**src/ppm_pkg.sv**
```systemverilog
// port phy manager package: states, reasons, field widths, tick timing
// assumes a 10 MHz block clock
package ppm_pkg;
  localparam int CLK_HZ = 10000000;
  localparam int TICK_US = 1;
  localparam int TICK_CYCLES = (CLK_HZ / 1000000) * TICK_US;
  localparam int TICK_W = 4;
  localparam int AWT_W = 15;
  localparam int TMR_W = 16;
  localparam int ADDR_W = 64;
  localparam int PROTO_W = 3;
  localparam int RATE_W = 4;
  localparam int TAG_W = 16;
  localparam int PBC_W = 8;
  localparam int RSN_W = 4;
  localparam logic [AWT_W-1:0] AWT_MAX = 15'h7fff;

  typedef enum logic [1:0] {
    MGR_IDLE = 2'h0,
    MGR_REQ_WAIT = 2'h1,
    MGR_CONNECTED = 2'h2,
    MGR_CLOSE_WAIT = 2'h3
  } ppm_state_t;

  // open failed reasons from the link layer
  typedef enum logic [3:0] {
    OF_PATHWAY_BLOCKED = 4'h0,
    OF_RETRY = 4'h1,
    OF_NO_DEST = 4'h2,
    OF_BAD_DEST = 4'h3,
    OF_RATE_NOT_SUP = 4'h4,
    OF_PROTO_NOT_SUP = 4'h5,
    OF_STP_BUSY = 4'h6,
    OF_WRONG_DEST = 4'h7,
    OF_OPEN_TIMEOUT = 4'h8,
    OF_BREAK_RCVD = 4'h9,
    OF_PORT_REQ = 4'ha
  } ppm_fail_t;

  // retry reasons toward overall control
  localparam logic [RSN_W-1:0] RT_PATHWAY_BLOCKED = 4'h0;
  localparam logic [RSN_W-1:0] RT_RETRY = 4'h1;
  localparam logic [RSN_W-1:0] RT_NO_DEST = 4'h2;
  localparam logic [RSN_W-1:0] RT_OPENED_BY_DEST = 4'h3;
  localparam logic [RSN_W-1:0] RT_OPENED_BY_OTHER = 4'h4;
  localparam logic [RSN_W-1:0] RT_COLLIDED = 4'h5;
endpackage

```
**src/ppm_tmr_if.sv**
```systemverilog
// link between the manager and its arbitration wait timer
// assumes one clock shared by both ends
`timescale 1ns/1ps
interface ppm_tmr_if;
  import ppm_pkg::*;
  logic load;
  logic [AWT_W-1:0] init;
  logic [AWT_W-1:0] value;
  modport mgr(output load, output init, input value);
  modport tmr(input load, input init, output value);
endinterface

```
**src/ppm_port_phy_manager.sv**
```systemverilog
// port phy manager: idle and request-wait handling of connection opens
// assumes messages and confirmations are one-cycle pulses on one clock
`timescale 1ns/1ps
module ppm_port_phy_manager
  import ppm_pkg::*;
(
  input wire logic clock,
  input wire logic rst,
  input wire logic ssp_target,
  input wire logic stp_target,
  input wire logic smp_target,
  input wire logic [TMR_W-1:0] ssp_bus_inact_cfg,
  input wire logic [TMR_W-1:0] stp_bus_inact_cfg,
  input wire logic [TMR_W-1:0] ssp_max_conn_cfg,
  input wire logic [TMR_W-1:0] stp_max_conn_cfg,
  input wire logic phy_enabled,
  input wire logic phy_disabled,
  input wire logic tx_open,
  input wire logic in_init,
  input wire logic [PROTO_W-1:0] in_proto,
  input wire logic [RATE_W-1:0] in_rate,
  input wire logic [TAG_W-1:0] in_tag,
  input wire logic [ADDR_W-1:0] in_dest,
  input wire logic [ADDR_W-1:0] in_src,
  input wire logic [PBC_W-1:0] in_pbc,
  input wire logic [AWT_W-1:0] in_awt,
  input wire logic cancel_open,
  input wire logic conn_opened,
  input wire logic conn_by_us,
  input wire logic [ADDR_W-1:0] conn_peer,
  input wire logic open_failed,
  input wire logic [3:0] fail_reason,
  input wire logic inbound_rejected,
  input wire logic hard_reset_rcvd,
  output logic [1:0] state_out,
  output logic open_req,
  output logic stop_arb_req,
  output logic req_init,
  output logic [PROTO_W-1:0] req_proto,
  output logic [RATE_W-1:0] req_rate,
  output logic [TAG_W-1:0] req_tag,
  output logic [ADDR_W-1:0] req_dest,
  output logic [ADDR_W-1:0] req_src,
  output logic [PBC_W-1:0] req_pbc,
  output logic [AWT_W-1:0] req_awt,
  output logic opened_msg,
  output logic retry_msg,
  output logic unable_msg,
  output logic [RSN_W-1:0] msg_reason,
  output logic [TMR_W-1:0] bus_inact_init,
  output logic [TMR_W-1:0] max_conn_init
);
  ppm_state_t state_ff, nxt_state;
  logic phy_en_ff, open_seen_ff, opened_seen_ff, issue_ff;
  logic open_req_ff, stop_arb_ff, opened_ff, retry_ff, unable_ff;
  logic [RSN_W-1:0] reason_ff;
  logic [AWT_W-1:0] awt_out_ff;
  logic [TMR_W-1:0] bi_ff, mc_ff;
  logic [1:0] st_ff;
  logic in_wait, fail_retry, fail_unable, fail_close, do_retry;
  logic [RSN_W-1:0] rsn;

  ppm_tmr_if tif();

  ppm_awt_timer u_awt (
    .clock(clock),
    .rst(rst),
    .t(tif.tmr)
  );

  // failure classes; the reason code is passed through unchanged
  function automatic logic [1:0] fail_class(input logic [3:0] r);
    unique case (r)
      OF_PATHWAY_BLOCKED, OF_RETRY, OF_NO_DEST: fail_class = 2'h1;
      OF_BAD_DEST, OF_RATE_NOT_SUP, OF_PROTO_NOT_SUP,
      OF_STP_BUSY, OF_WRONG_DEST: fail_class = 2'h2;
      OF_OPEN_TIMEOUT, OF_BREAK_RCVD, OF_PORT_REQ: fail_class = 2'h3;
      default: fail_class = 2'h0;
    endcase
  endfunction

  assign in_wait = (state_ff == MGR_REQ_WAIT);
  assign fail_retry = open_failed && fail_class(fail_reason) == 2'h1;
  assign fail_unable = open_failed && fail_class(fail_reason) == 2'h2;
  assign fail_close = open_failed && fail_class(fail_reason) == 2'h3;
  // inbound reject only counts once our open request has gone out
  assign do_retry = in_wait && !hard_reset_rcvd && !phy_disabled &&
                    ((conn_opened && !conn_by_us) || fail_retry ||
                     (inbound_rejected && issue_ff));

  always_comb begin
    rsn = fail_reason;
    if (conn_opened && !conn_by_us) begin
      rsn = (conn_peer == req_dest) ? RT_OPENED_BY_DEST
                                    : RT_OPENED_BY_OTHER;
    end else if (inbound_rejected && !open_failed) begin
      rsn = RT_COLLIDED;
    end
  end

  always_comb begin
    nxt_state = state_ff;
    unique case (state_ff)
      MGR_IDLE: begin
        if (conn_opened) begin
          nxt_state = MGR_CONNECTED;
        end else if ((phy_en_ff || phy_enabled) &&
                     (open_seen_ff || tx_open)) begin
          nxt_state = MGR_REQ_WAIT;
        end
      end
      MGR_REQ_WAIT: begin
        if (hard_reset_rcvd || phy_disabled) begin
          nxt_state = MGR_IDLE;
        end else if (conn_opened) begin
          nxt_state = MGR_CONNECTED;
        end else if (fail_close) begin
          nxt_state = MGR_CLOSE_WAIT;
        end else if (do_retry || fail_unable) begin
          nxt_state = MGR_IDLE;
        end
      end
      MGR_CONNECTED: nxt_state = MGR_CONNECTED;
      MGR_CLOSE_WAIT: nxt_state = MGR_CLOSE_WAIT;
    endcase
  end

  always_ff @(posedge clock or posedge rst) begin
    if (rst) begin
      state_ff <= MGR_IDLE;
    end else begin
      state_ff <= nxt_state;
    end
  end

  // phy enable and tx open may arrive in either order while idle
  always_ff @(posedge clock or posedge rst) begin
    if (rst) begin
      phy_en_ff <= 1'b0;
      open_seen_ff <= 1'b0;
    end else begin
      if (phy_disabled) begin
        phy_en_ff <= 1'b0;
      end else if (phy_enabled) begin
        phy_en_ff <= 1'b1;
      end
      if (state_ff == MGR_IDLE && nxt_state == MGR_REQ_WAIT) begin
        open_seen_ff <= 1'b0;
      end else if (state_ff == MGR_IDLE && tx_open) begin
        open_seen_ff <= 1'b1;
      end
    end
  end

  // tx open values captured once, reused by open request and messages
  always_ff @(posedge clock or posedge rst) begin
    if (rst) begin
      req_init <= 1'b0;
      req_proto <= 3'h0;
      req_rate <= 4'h0;
      req_tag <= 16'h0;
      req_dest <= 64'h0;
      req_src <= 64'h0;
      req_pbc <= 8'h0;
    end else if (state_ff == MGR_IDLE && tx_open) begin
      req_init <= in_init;
      req_proto <= in_proto;
      req_rate <= in_rate;
      req_tag <= in_tag;
      req_dest <= in_dest;
      req_src <= in_src;
      req_pbc <= in_pbc;
    end
  end

  logic [AWT_W-1:0] awt_hold_ff;
  always_ff @(posedge clock or posedge rst) begin
    if (rst) begin
      awt_hold_ff <= 15'h0;
    end else if (state_ff == MGR_IDLE && tx_open) begin
      awt_hold_ff <= in_awt;
    end
  end

  // timer loads on entry; open request goes one cycle later
  assign tif.load = (state_ff != MGR_REQ_WAIT) &&
                    (nxt_state == MGR_REQ_WAIT);
  assign tif.init = (state_ff == MGR_IDLE && tx_open) ? in_awt
                                                        : awt_hold_ff;

  always_ff @(posedge clock or posedge rst) begin
    if (rst) begin
      issue_ff <= 1'b0;
      open_req_ff <= 1'b0;
      awt_out_ff <= 15'h0;
    end else begin
      open_req_ff <= 1'b0;
      if (!in_wait) begin
        issue_ff <= 1'b0;
      end else if (!issue_ff && !hard_reset_rcvd) begin
        issue_ff <= 1'b1;
        open_req_ff <= 1'b1;
      end
      if (do_retry) begin
        awt_out_ff <= tif.value;
      end else if (in_wait && !issue_ff) begin
        awt_out_ff <= awt_hold_ff;
      end
    end
  end

  always_ff @(posedge clock or posedge rst) begin
    if (rst) begin
      opened_seen_ff <= 1'b0;
      stop_arb_ff <= 1'b0;
    end else begin
      stop_arb_ff <= in_wait && cancel_open && !opened_seen_ff &&
                     !conn_opened;
      if (!in_wait) begin
        opened_seen_ff <= 1'b0;
      end else if (conn_opened) begin
        opened_seen_ff <= 1'b1;
      end
    end
  end

  always_ff @(posedge clock or posedge rst) begin
    if (rst) begin
      opened_ff <= 1'b0;
      retry_ff <= 1'b0;
      unable_ff <= 1'b0;
      reason_ff <= 4'h0;
    end else begin
      opened_ff <= in_wait && conn_opened && !hard_reset_rcvd &&
                   !phy_disabled;
      retry_ff <= do_retry;
      unable_ff <= in_wait && fail_unable && !hard_reset_rcvd &&
                   !phy_disabled;
      if (do_retry || fail_unable) begin
        reason_ff <= rsn;
      end
    end
  end

  // limit values follow the port's target role, but smp_target selects the stp max connect value
  always_ff @(posedge clock or posedge rst) begin
    if (rst) begin
      bi_ff <= 16'h0;
      mc_ff <= 16'h0;
    end else begin
      bi_ff <= ssp_target ? ssp_bus_inact_cfg :
               stp_target ? stp_bus_inact_cfg : 16'h0;
      mc_ff <= ssp_target ? ssp_max_conn_cfg :
               smp_target ? stp_max_conn_cfg : 16'h0;
    end
  end

  always_ff @(posedge clock or posedge rst) begin
    if (rst) begin
      st_ff <= 2'h0;
    end else begin
      st_ff <= nxt_state;
    end
  end

  assign state_out = st_ff;
  assign open_req = open_req_ff;
  assign stop_arb_req = stop_arb_ff;
  assign req_awt = awt_out_ff;
  assign opened_msg = opened_ff;
  assign retry_msg = retry_ff;
  assign unable_msg = unable_ff;
  assign msg_reason = reason_ff;
  assign bus_inact_init = bi_ff;
  assign max_conn_init = mc_ff;

  a_reset_idle: assert property (@(posedge clock)
    $fell(rst) |-> st_ff == 2'h0)
    else $error("not idle after reset");
  a_enter_wait: assert property (@(posedge clock) disable iff (rst)
    (state_ff == MGR_IDLE && !conn_opened && phy_en_ff && open_seen_ff)
    |=> state_ff == MGR_REQ_WAIT)
    else $error("idle did not enter request wait");
  a_idle_conn: assert property (@(posedge clock) disable iff (rst)
    (state_ff == MGR_IDLE && conn_opened) |=> state_ff == MGR_CONNECTED)
    else $error("idle did not go connected");
  a_open_issue: assert property (@(posedge clock) disable iff (rst)
    (state_ff == MGR_IDLE && nxt_state == MGR_REQ_WAIT) |=>
    (!in_wait || hard_reset_rcvd) or (##1 open_req))
    else $error("open request not issued");
  a_timer_init: assert property (@(posedge clock) disable iff (rst)
    tif.load |=> tif.value == $past(tif.init))
    else $error("arb timer not loaded");
  a_hard_reset: assert property (@(posedge clock) disable iff (rst)
    (in_wait && hard_reset_rcvd) |=> state_ff == MGR_IDLE && !retry_ff)
    else $error("hard reset not handled");
  a_opened_msg: assert property (@(posedge clock) disable iff (rst)
    (in_wait && conn_opened && !hard_reset_rcvd && !phy_disabled)
    |=> opened_msg && state_ff == MGR_CONNECTED)
    else $error("opened message missing");
  a_retry_awt: assert property (@(posedge clock) disable iff (rst)
    do_retry |=> retry_msg && req_awt == $past(tif.value))
    else $error("retry arb time wrong");
  a_collided: assert property (@(posedge clock) disable iff (rst)
    (do_retry && inbound_rejected && !open_failed && !conn_opened)
    |=> msg_reason == RT_COLLIDED)
    else $error("collided reason wrong");
  a_stop_arb: assert property (@(posedge clock) disable iff (rst)
    (in_wait && cancel_open && !opened_seen_ff && !conn_opened)
    |=> stop_arb_req)
    else $error("stop arb missing");
  a_close_wait: assert property (@(posedge clock) disable iff (rst)
    (in_wait && fail_close && !conn_opened && !hard_reset_rcvd &&
     !phy_disabled) |=> state_ff == MGR_CLOSE_WAIT)
    else $error("close wait not entered");
  a_unable_msg: assert property (@(posedge clock) disable iff (rst)
    (in_wait && fail_unable && !conn_opened && !hard_reset_rcvd &&
     !phy_disabled) |=> unable_msg && state_ff == MGR_IDLE)
    else $error("unable message missing");
  a_retry_fail: assert property (@(posedge clock) disable iff (rst)
    (in_wait && fail_retry && !conn_opened && !hard_reset_rcvd &&
     !phy_disabled) |=> retry_msg && msg_reason == $past(fail_reason))
    else $error("retry reason wrong");
  a_limit_ssp: assert property (@(posedge clock) disable iff (rst)
    ssp_target |=> bus_inact_init == $past(ssp_bus_inact_cfg) &&
    max_conn_init == $past(ssp_max_conn_cfg))
    else $error("ssp limit values wrong");
endmodule

```
**src/ppm_awt_timer.sv**
```systemverilog
// arbitration wait timer: counts up one per tick from a loaded value
// assumes load is a one-cycle pulse from the manager
`timescale 1ns/1ps
module ppm_awt_timer
  import ppm_pkg::*;
(
  input wire logic clock,
  input wire logic rst,
  ppm_tmr_if.tmr t
);
  logic [TICK_W-1:0] tick_cnt_ff;
  logic [AWT_W-1:0] value_ff;
  logic tick;

  assign tick = (tick_cnt_ff == TICK_W'(TICK_CYCLES - 1));
  assign t.value = value_ff;

  always_ff @(posedge clock or posedge rst) begin
    if (rst) begin
      tick_cnt_ff <= 4'h0;
    end else if (t.load || tick) begin
      tick_cnt_ff <= 4'h0;
    end else begin
      tick_cnt_ff <= tick_cnt_ff + 4'h1;
    end
  end

  // saturates instead of wrapping so a long wait never looks short
  always_ff @(posedge clock or posedge rst) begin
    if (rst) begin
      value_ff <= 15'h0;
    end else if (t.load) begin
      value_ff <= t.init;
    end else if (tick && value_ff != AWT_MAX) begin
      value_ff <= value_ff + 15'h1;
    end
  end
endmodule

```
**config.mk**
```make
export PLATFORM = sky130hd
export DESIGN_NAME = ppm_port_phy_manager
export DESIGN_NICKNAME = d
export VERILOG_FILES = /design/src/ppm_pkg.sv /design/src/ppm_tmr_if.sv /design/src/ppm_port_phy_manager.sv /design/src/ppm_awt_timer.sv
export SDC_FILE = /design/constraint.sdc
export NUM_CORES = 1
export LEC_CHECK = 0
export BUFFER_PORTS_ARGS = -buffer_cell sky130_fd_sc_hd__clkbuf_2
export CAP_MARGIN = 10
export CORE_AREA = 10 10 204 206
export DETAILED_ROUTE_END_ITERATION = 10
export DIE_AREA = 0 0 214 216
export SLEW_MARGIN = 20
export SYNTH_ARGS = -nofsm -noshare
export SYNTH_HDL_FRONTEND = slang
export SYNTH_SLANG_ARGS = --single-unit
export TNS_END_PERCENT = 30
```
**constraint.sdc**
```tcl
create_clock -name clock -period 17.8 [get_ports clock]
set_input_delay 0.89 -clock clock [delete_from_list [all_inputs] [get_ports clock]]
set_output_delay 0.89 -clock clock [all_outputs]
set_load 0.03 [all_outputs]
```
Word-level counts from Yosys, hierarchy flattened. Memories as Yosys holds them, arrays and structs flattened. Cells that the tools add are included.

Memory bits (read-only): 96. Flip-flop bits (word level): 256. Output and inout bits: 218. Memories kept: 3. Bits of input ports: 321.

Memories: (no name shown) (depth 16, width 2, rd ports 1, clocked after Yosys merged registers in 0, write ports 0, RTL line ppm_port_phy_manager.sv:73) `unique case (r)`; (no name shown) (depth 16, width 2, rd ports 1, clocked after Yosys merged registers in 0, write ports 0, RTL line ppm_port_phy_manager.sv:73); (no name shown) (depth 16, width 2, rd ports 1, clocked after Yosys merged registers in 0, write ports 0, RTL line ppm_port_phy_manager.sv:73).

Reductions and logical operators: 44. Equality and inequality tests: 13. Multiplexer cells: 30. Add/subtract/negate cells: 2.

Operators by type and width (count): $mux W15 (5); $eq A64 B64 Y1 (1); $mux W16 (4); $logic_and A1 B1 Y1 (25); $add A15 B1 Y15 const B (1); $ne A15 B15 Y1 const B (1); $mux W2 (6); $mux W4 (3); $mux W1 (10); $eq A2 B2 Y1 const B (4); $pmux W2 S4 (1); $reduce_bool A2 Y1 (4); $logic_not A1 Y1 (7); $logic_or A1 B1 Y1 (7); $eq A2 B1 Y1 const B (3); $add A4 B1 Y4 const B (1); $eq A4 B4 Y1 const B (1); $ne A2 B1 Y1 const B (2); $mux W3 (1); $logic_not A2 Y1 (1); $ne A2 B2 Y1 const B (1).

Depth between registers and ports, before layout. An unclocked memory read counts as a cell.

Depth after elaboration: 16. Mapped depth: 8.

By module. A second synthesis with hierarchy kept.

Cell total of the unflattened synthesis: 840. Area total of the unflattened synthesis: 10908.0 um^2.

Modules (own cells, without submodules): ppm_port_phy_manager (area an instance 9681.8 um^2, sequential area each 5930.7 um^2, instances 1, cells an instance 703); ppm_awt_timer (area an instance 1226.2 um^2, sequential area each 475.5 um^2, instances 1, cells an instance 137).

Worst setup path after synthesis. No wires, ideal clock.

Kind: input -> register. Start point: input phy_disabled. End point: register reason_ff[2] (netlist: msg_reason[2]). Arrival: 2.261 ns. Stages on the path: 5. Library setup time: 0.119 ns. Buffers on the path: 1. Setup slack: 15.420 ns. Cells stage by stage: or3_4 > o21a_1 > buf_6 > or4_4 > and2_1.

Word-level cells in the longest chain between the ends: 4.

Ends and longest elaborated chain: start, declared (RTL line ppm_port_phy_manager.sv:17) `input wire logic phy_disabled,`; $logic_not A1 Y1 (RTL line ppm_port_phy_manager.sv:87) `assign do_retry = in_wait && !hard_reset_rcvd && !phy_disabled &&`; $logic_and A1 B1 Y1 (2 in a row) (RTL line ppm_port_phy_manager.sv:87); $logic_or A1 B1 Y1 (RTL line ppm_port_phy_manager.sv:239) `if (do_retry || fail_unable) begin`; end signal, assigned (RTL line ppm_port_phy_manager.sv:240) `reason_ff <= rsn;`; end, declared (RTL line ppm_port_phy_manager.sv:56) `logic [RSN_W-1:0] reason_ff;`.

No other way between the ends. A chain may end at the register's enable or synchronous reset.

==> impl_metrics.toml <==
[final_layout]
num-nets-final = 1672
fin_cells = 1877
final_cell_mix = "538 x clkbuf_2, 256 x dfrtp_1, 166 x mux2_2, 40 x xnor2_1, 39 x nand2_1"
drive_above_1_share_pct = 55.2
area_growth_pct = 38.9
final_common_cell = "clkbuf_2"

[yosys]
synth.net_count = 1134
ys_seq_elements = 256
synth_cells = 810
avgSynthCellArea_sq_um = 13.2
ys.flop_type = "dfrtp_1"
async_flop_share_pct = 100
yosysWarnings = 0
synth_area_sq_um = 10700
yosysSeqAreaShare_pct = 60.0
synth_edf_count = 0
synth_cell_types = 47

[sta]
holdWs_ns = 0.439
fmax_mhz = 340
finalSetupViolCount = 0
rsz0062_at_grt = "no"
slew_headroom_pct = 32.3
worst_pin_slew_ns = 1.02
hold_viol = 0
fin_crit_sh_pct = 16.5
skew_ns = 0.0125
period_minus_slack_ns = 2.95
drv_slew = 0
timing.setup.tns_ns = 0

[clocking]
postCtsSetupRepairBufs = 0
clkSlewWorstSetupHoldPaths_ns = 0.06
clock_latency_ns = 0.55
cts-htree-levels = 1
cts_tree = "built"
cts.repair.resized = 0
cts_made_buffers = 28
cts_hold_buf = 0
clockRootBuffer = "clkbuf_16"
numClockSinks = 256
cts_buffer_depth = 3

[pwr]
powerDensity_nw_per_um2 = 117
switching_share_pct = 32.2
leakage_nw = 7.32
ir_drop_mv = 0.133
seq_power_share_pct = 42.7
combPwrFrac_pct = 23.9
power.internal_mw = 1.18
clkPwrFrac_pct = 33.4
switching_power_mw = 0.561

[drt]
vias = 8497
ant_nets = 0
wl_per_cell_um = 19.7
drc_errors = 0
drt-initial-drc-count = 389
avgViaCountPerCell = 4.53
firstDrtPassIters = 4
drt-total-wl_um = 37000

[place]
io_buffer_count = 538
place_congestion = 0.865
placed_cells = 1829
dp_hpwl_um = 29700

[setup_path]
critPathMaxFanout = 60
crit_arrival_ns = 3.36
cp.required_ns = 18.22
criticalPathCategory = "reg -> reg"
startpoint_type = "register"
critPathCaptureType = "register"

[job]
maxCapViolations = 0

[die]
start_util_pct = 28.5
core_area_sq_um = 37400
ios = 539
rows = 71
dieWidth_um = 214
die_h_um = 216
die_area_sq_um = 46200

[min_path]
min_path_type = "in -> async"

[global_route]
grt_overflow_total = 0
antenna_found_initial = 3
grt_max_degree = 142
grt_pass1_vias = 9169
grt_first_pass_wirelength_um = 56600
grt_usage_pct = 15.4

[run_status]
outcome = "completed"
-- registers in the layout, summed over array words and instances, names as in the netlist, 2 cells and up --
name and count:
u_awt.t.value 15, req_awt 15, state_out 2, bus_inact_init 16, max_conn_init 16, req_dest 64, req_rate 4, req_pbc 8
req_src 64, awt_hold_ff 15, req_tag 16, u_awt.tick_cnt_ff 4, req_proto 3, msg_reason 4
-- kinds of logic (layout without fill, tap and decap cells) --
| logic type | Yosys count | in the layout | share of synthesized area (%) |
|---|---|---|---|
| flip-flops | 256 | 256 | 60.0 |
| AO/OA/AOI/OAI | 109 | 109 | 6.88 |
| other | 0 | 1 | 0 |
| adder cells (fa/ha/maj) | 3 | 3 | 0.352 |
| buffers and inverters | 62 | 617 | 2.46 |
| multiplexers | 183 | 183 | 19.1 |
| XOR/XNOR | 57 | 57 | 4.68 |
| AND/OR/NAND/NOR | 140 | 140 | 6.49 |
-- per-layer routing --
metal  global-route usage, %  vias to the layer above  part of all wire [%]
li1                        -                     3938                     -
met1                    17.3                     4164                    38
met2                    27.2                      350                    51
met3                    6.35                       41                   9.8
met4                    2.81                        4                   1.6
met5                       0                        -                 0.043
-- final timing paths --
kind | start | end | slack [ns] | depth (start not counted)
setup / recovery | state_out[0]$_DFF_PP0_ | u_awt.t.value[1]$_DFFE_PP0P_ | 14.85 | 7
hold / removal | rst | req_dest[17]$_DFFE_PP0P_ | 0.44 | 2
setup reg to reg | state_out[0]$_DFF_PP0_ | u_awt.t.value[1]$_DFFE_PP0P_ | 14.85 | 7
hold reg to reg | opened_seen_ff$_DFFE_PP0P_ | stop_arb_req$_DFF_PP0_ | 0.44 | 1
max in group asynchronous | rst | max_conn_init[5]$_DFF_PP0_ | 16.07 | 3
min in group clock | opened_seen_ff$_DFFE_PP0P_ | stop_arb_req$_DFF_PP0_ | 0.44 | 1
-- metrics by stage --
step	power (mW)	worst slack, ns	util, %	instance area (sq um)
after floorplan	1.01	9.87	-	10700
after CTS	1.77	14.73	39.6	14800
after global routing	1.83	14.59	39.6	14800
after global placement	1.17	14.53	37.2	13900
final	1.74	14.85	39.6	14800
after detailed placement	1.18	14.50	37.2	13900
-- Yosys cell counts, types with 3 or more instances --
library cell  count  area [sq um]
a21o_1            3          22.5
a21oi_1          23           115
a221oi_1          3          26.3
a22o_1           31           272
and3_1            4          25.0
buf_2            18          90.1
clkbuf_1         17          63.8
dfrtp_1         256          6410
ha_1              3          37.5
inv_1            26          97.6
mux2_2          166          1870
mux2i_1          17           170
nand2_1          39           146
nand2b_1          4          25.0
nand3_1          10          50.1
nand4_1          15          93.8
nor2_1           38           143
nor2b_1           7          43.8
nor3_1            4          20.0
nor4_1            7          43.8
o21ai_0          29           145
o22ai_1           6          37.5
xnor2_1          40           350
xor2_1           17           149
-- power by group through the flow --
stage / Combinational [mW] / Clock, mW / Sequential [mW]
global placement: 0.417 / 0 / 0.750
global route: 0.451 / 0.623 / 0.756
CTS: 0.423 / 0.601 / 0.744
finish: 0.416 / 0.581 / 0.743
floorplan: 0.144 / 0 / 0.865
detailed placement: 0.422 / 0 / 0.754
-- layout make-up --
class / count / area (sq um)
fill: 3649 / 22600
sequential: 256 / 6410
multi-input combinational: 492 / 4020
timing repair buffer: 544 / 2750
clock buffer: 43 / 808
tap: 511 / 639
inverter: 26 / 105
clock inverter: 4 / 95.1
antenna: 1 / 2.50
-- critical path: stages, from the launching register on --
cell and delay, ns:
dfrtp_1 0.44, or2_2 0.37, nor2_4 0.10, buf_4 0.57, buf_4 0.76, mux2_2 0.43, nor2_1 0.10, a21oi_1 0.05
No activity file was read; power rests on OpenSTA's default activity.
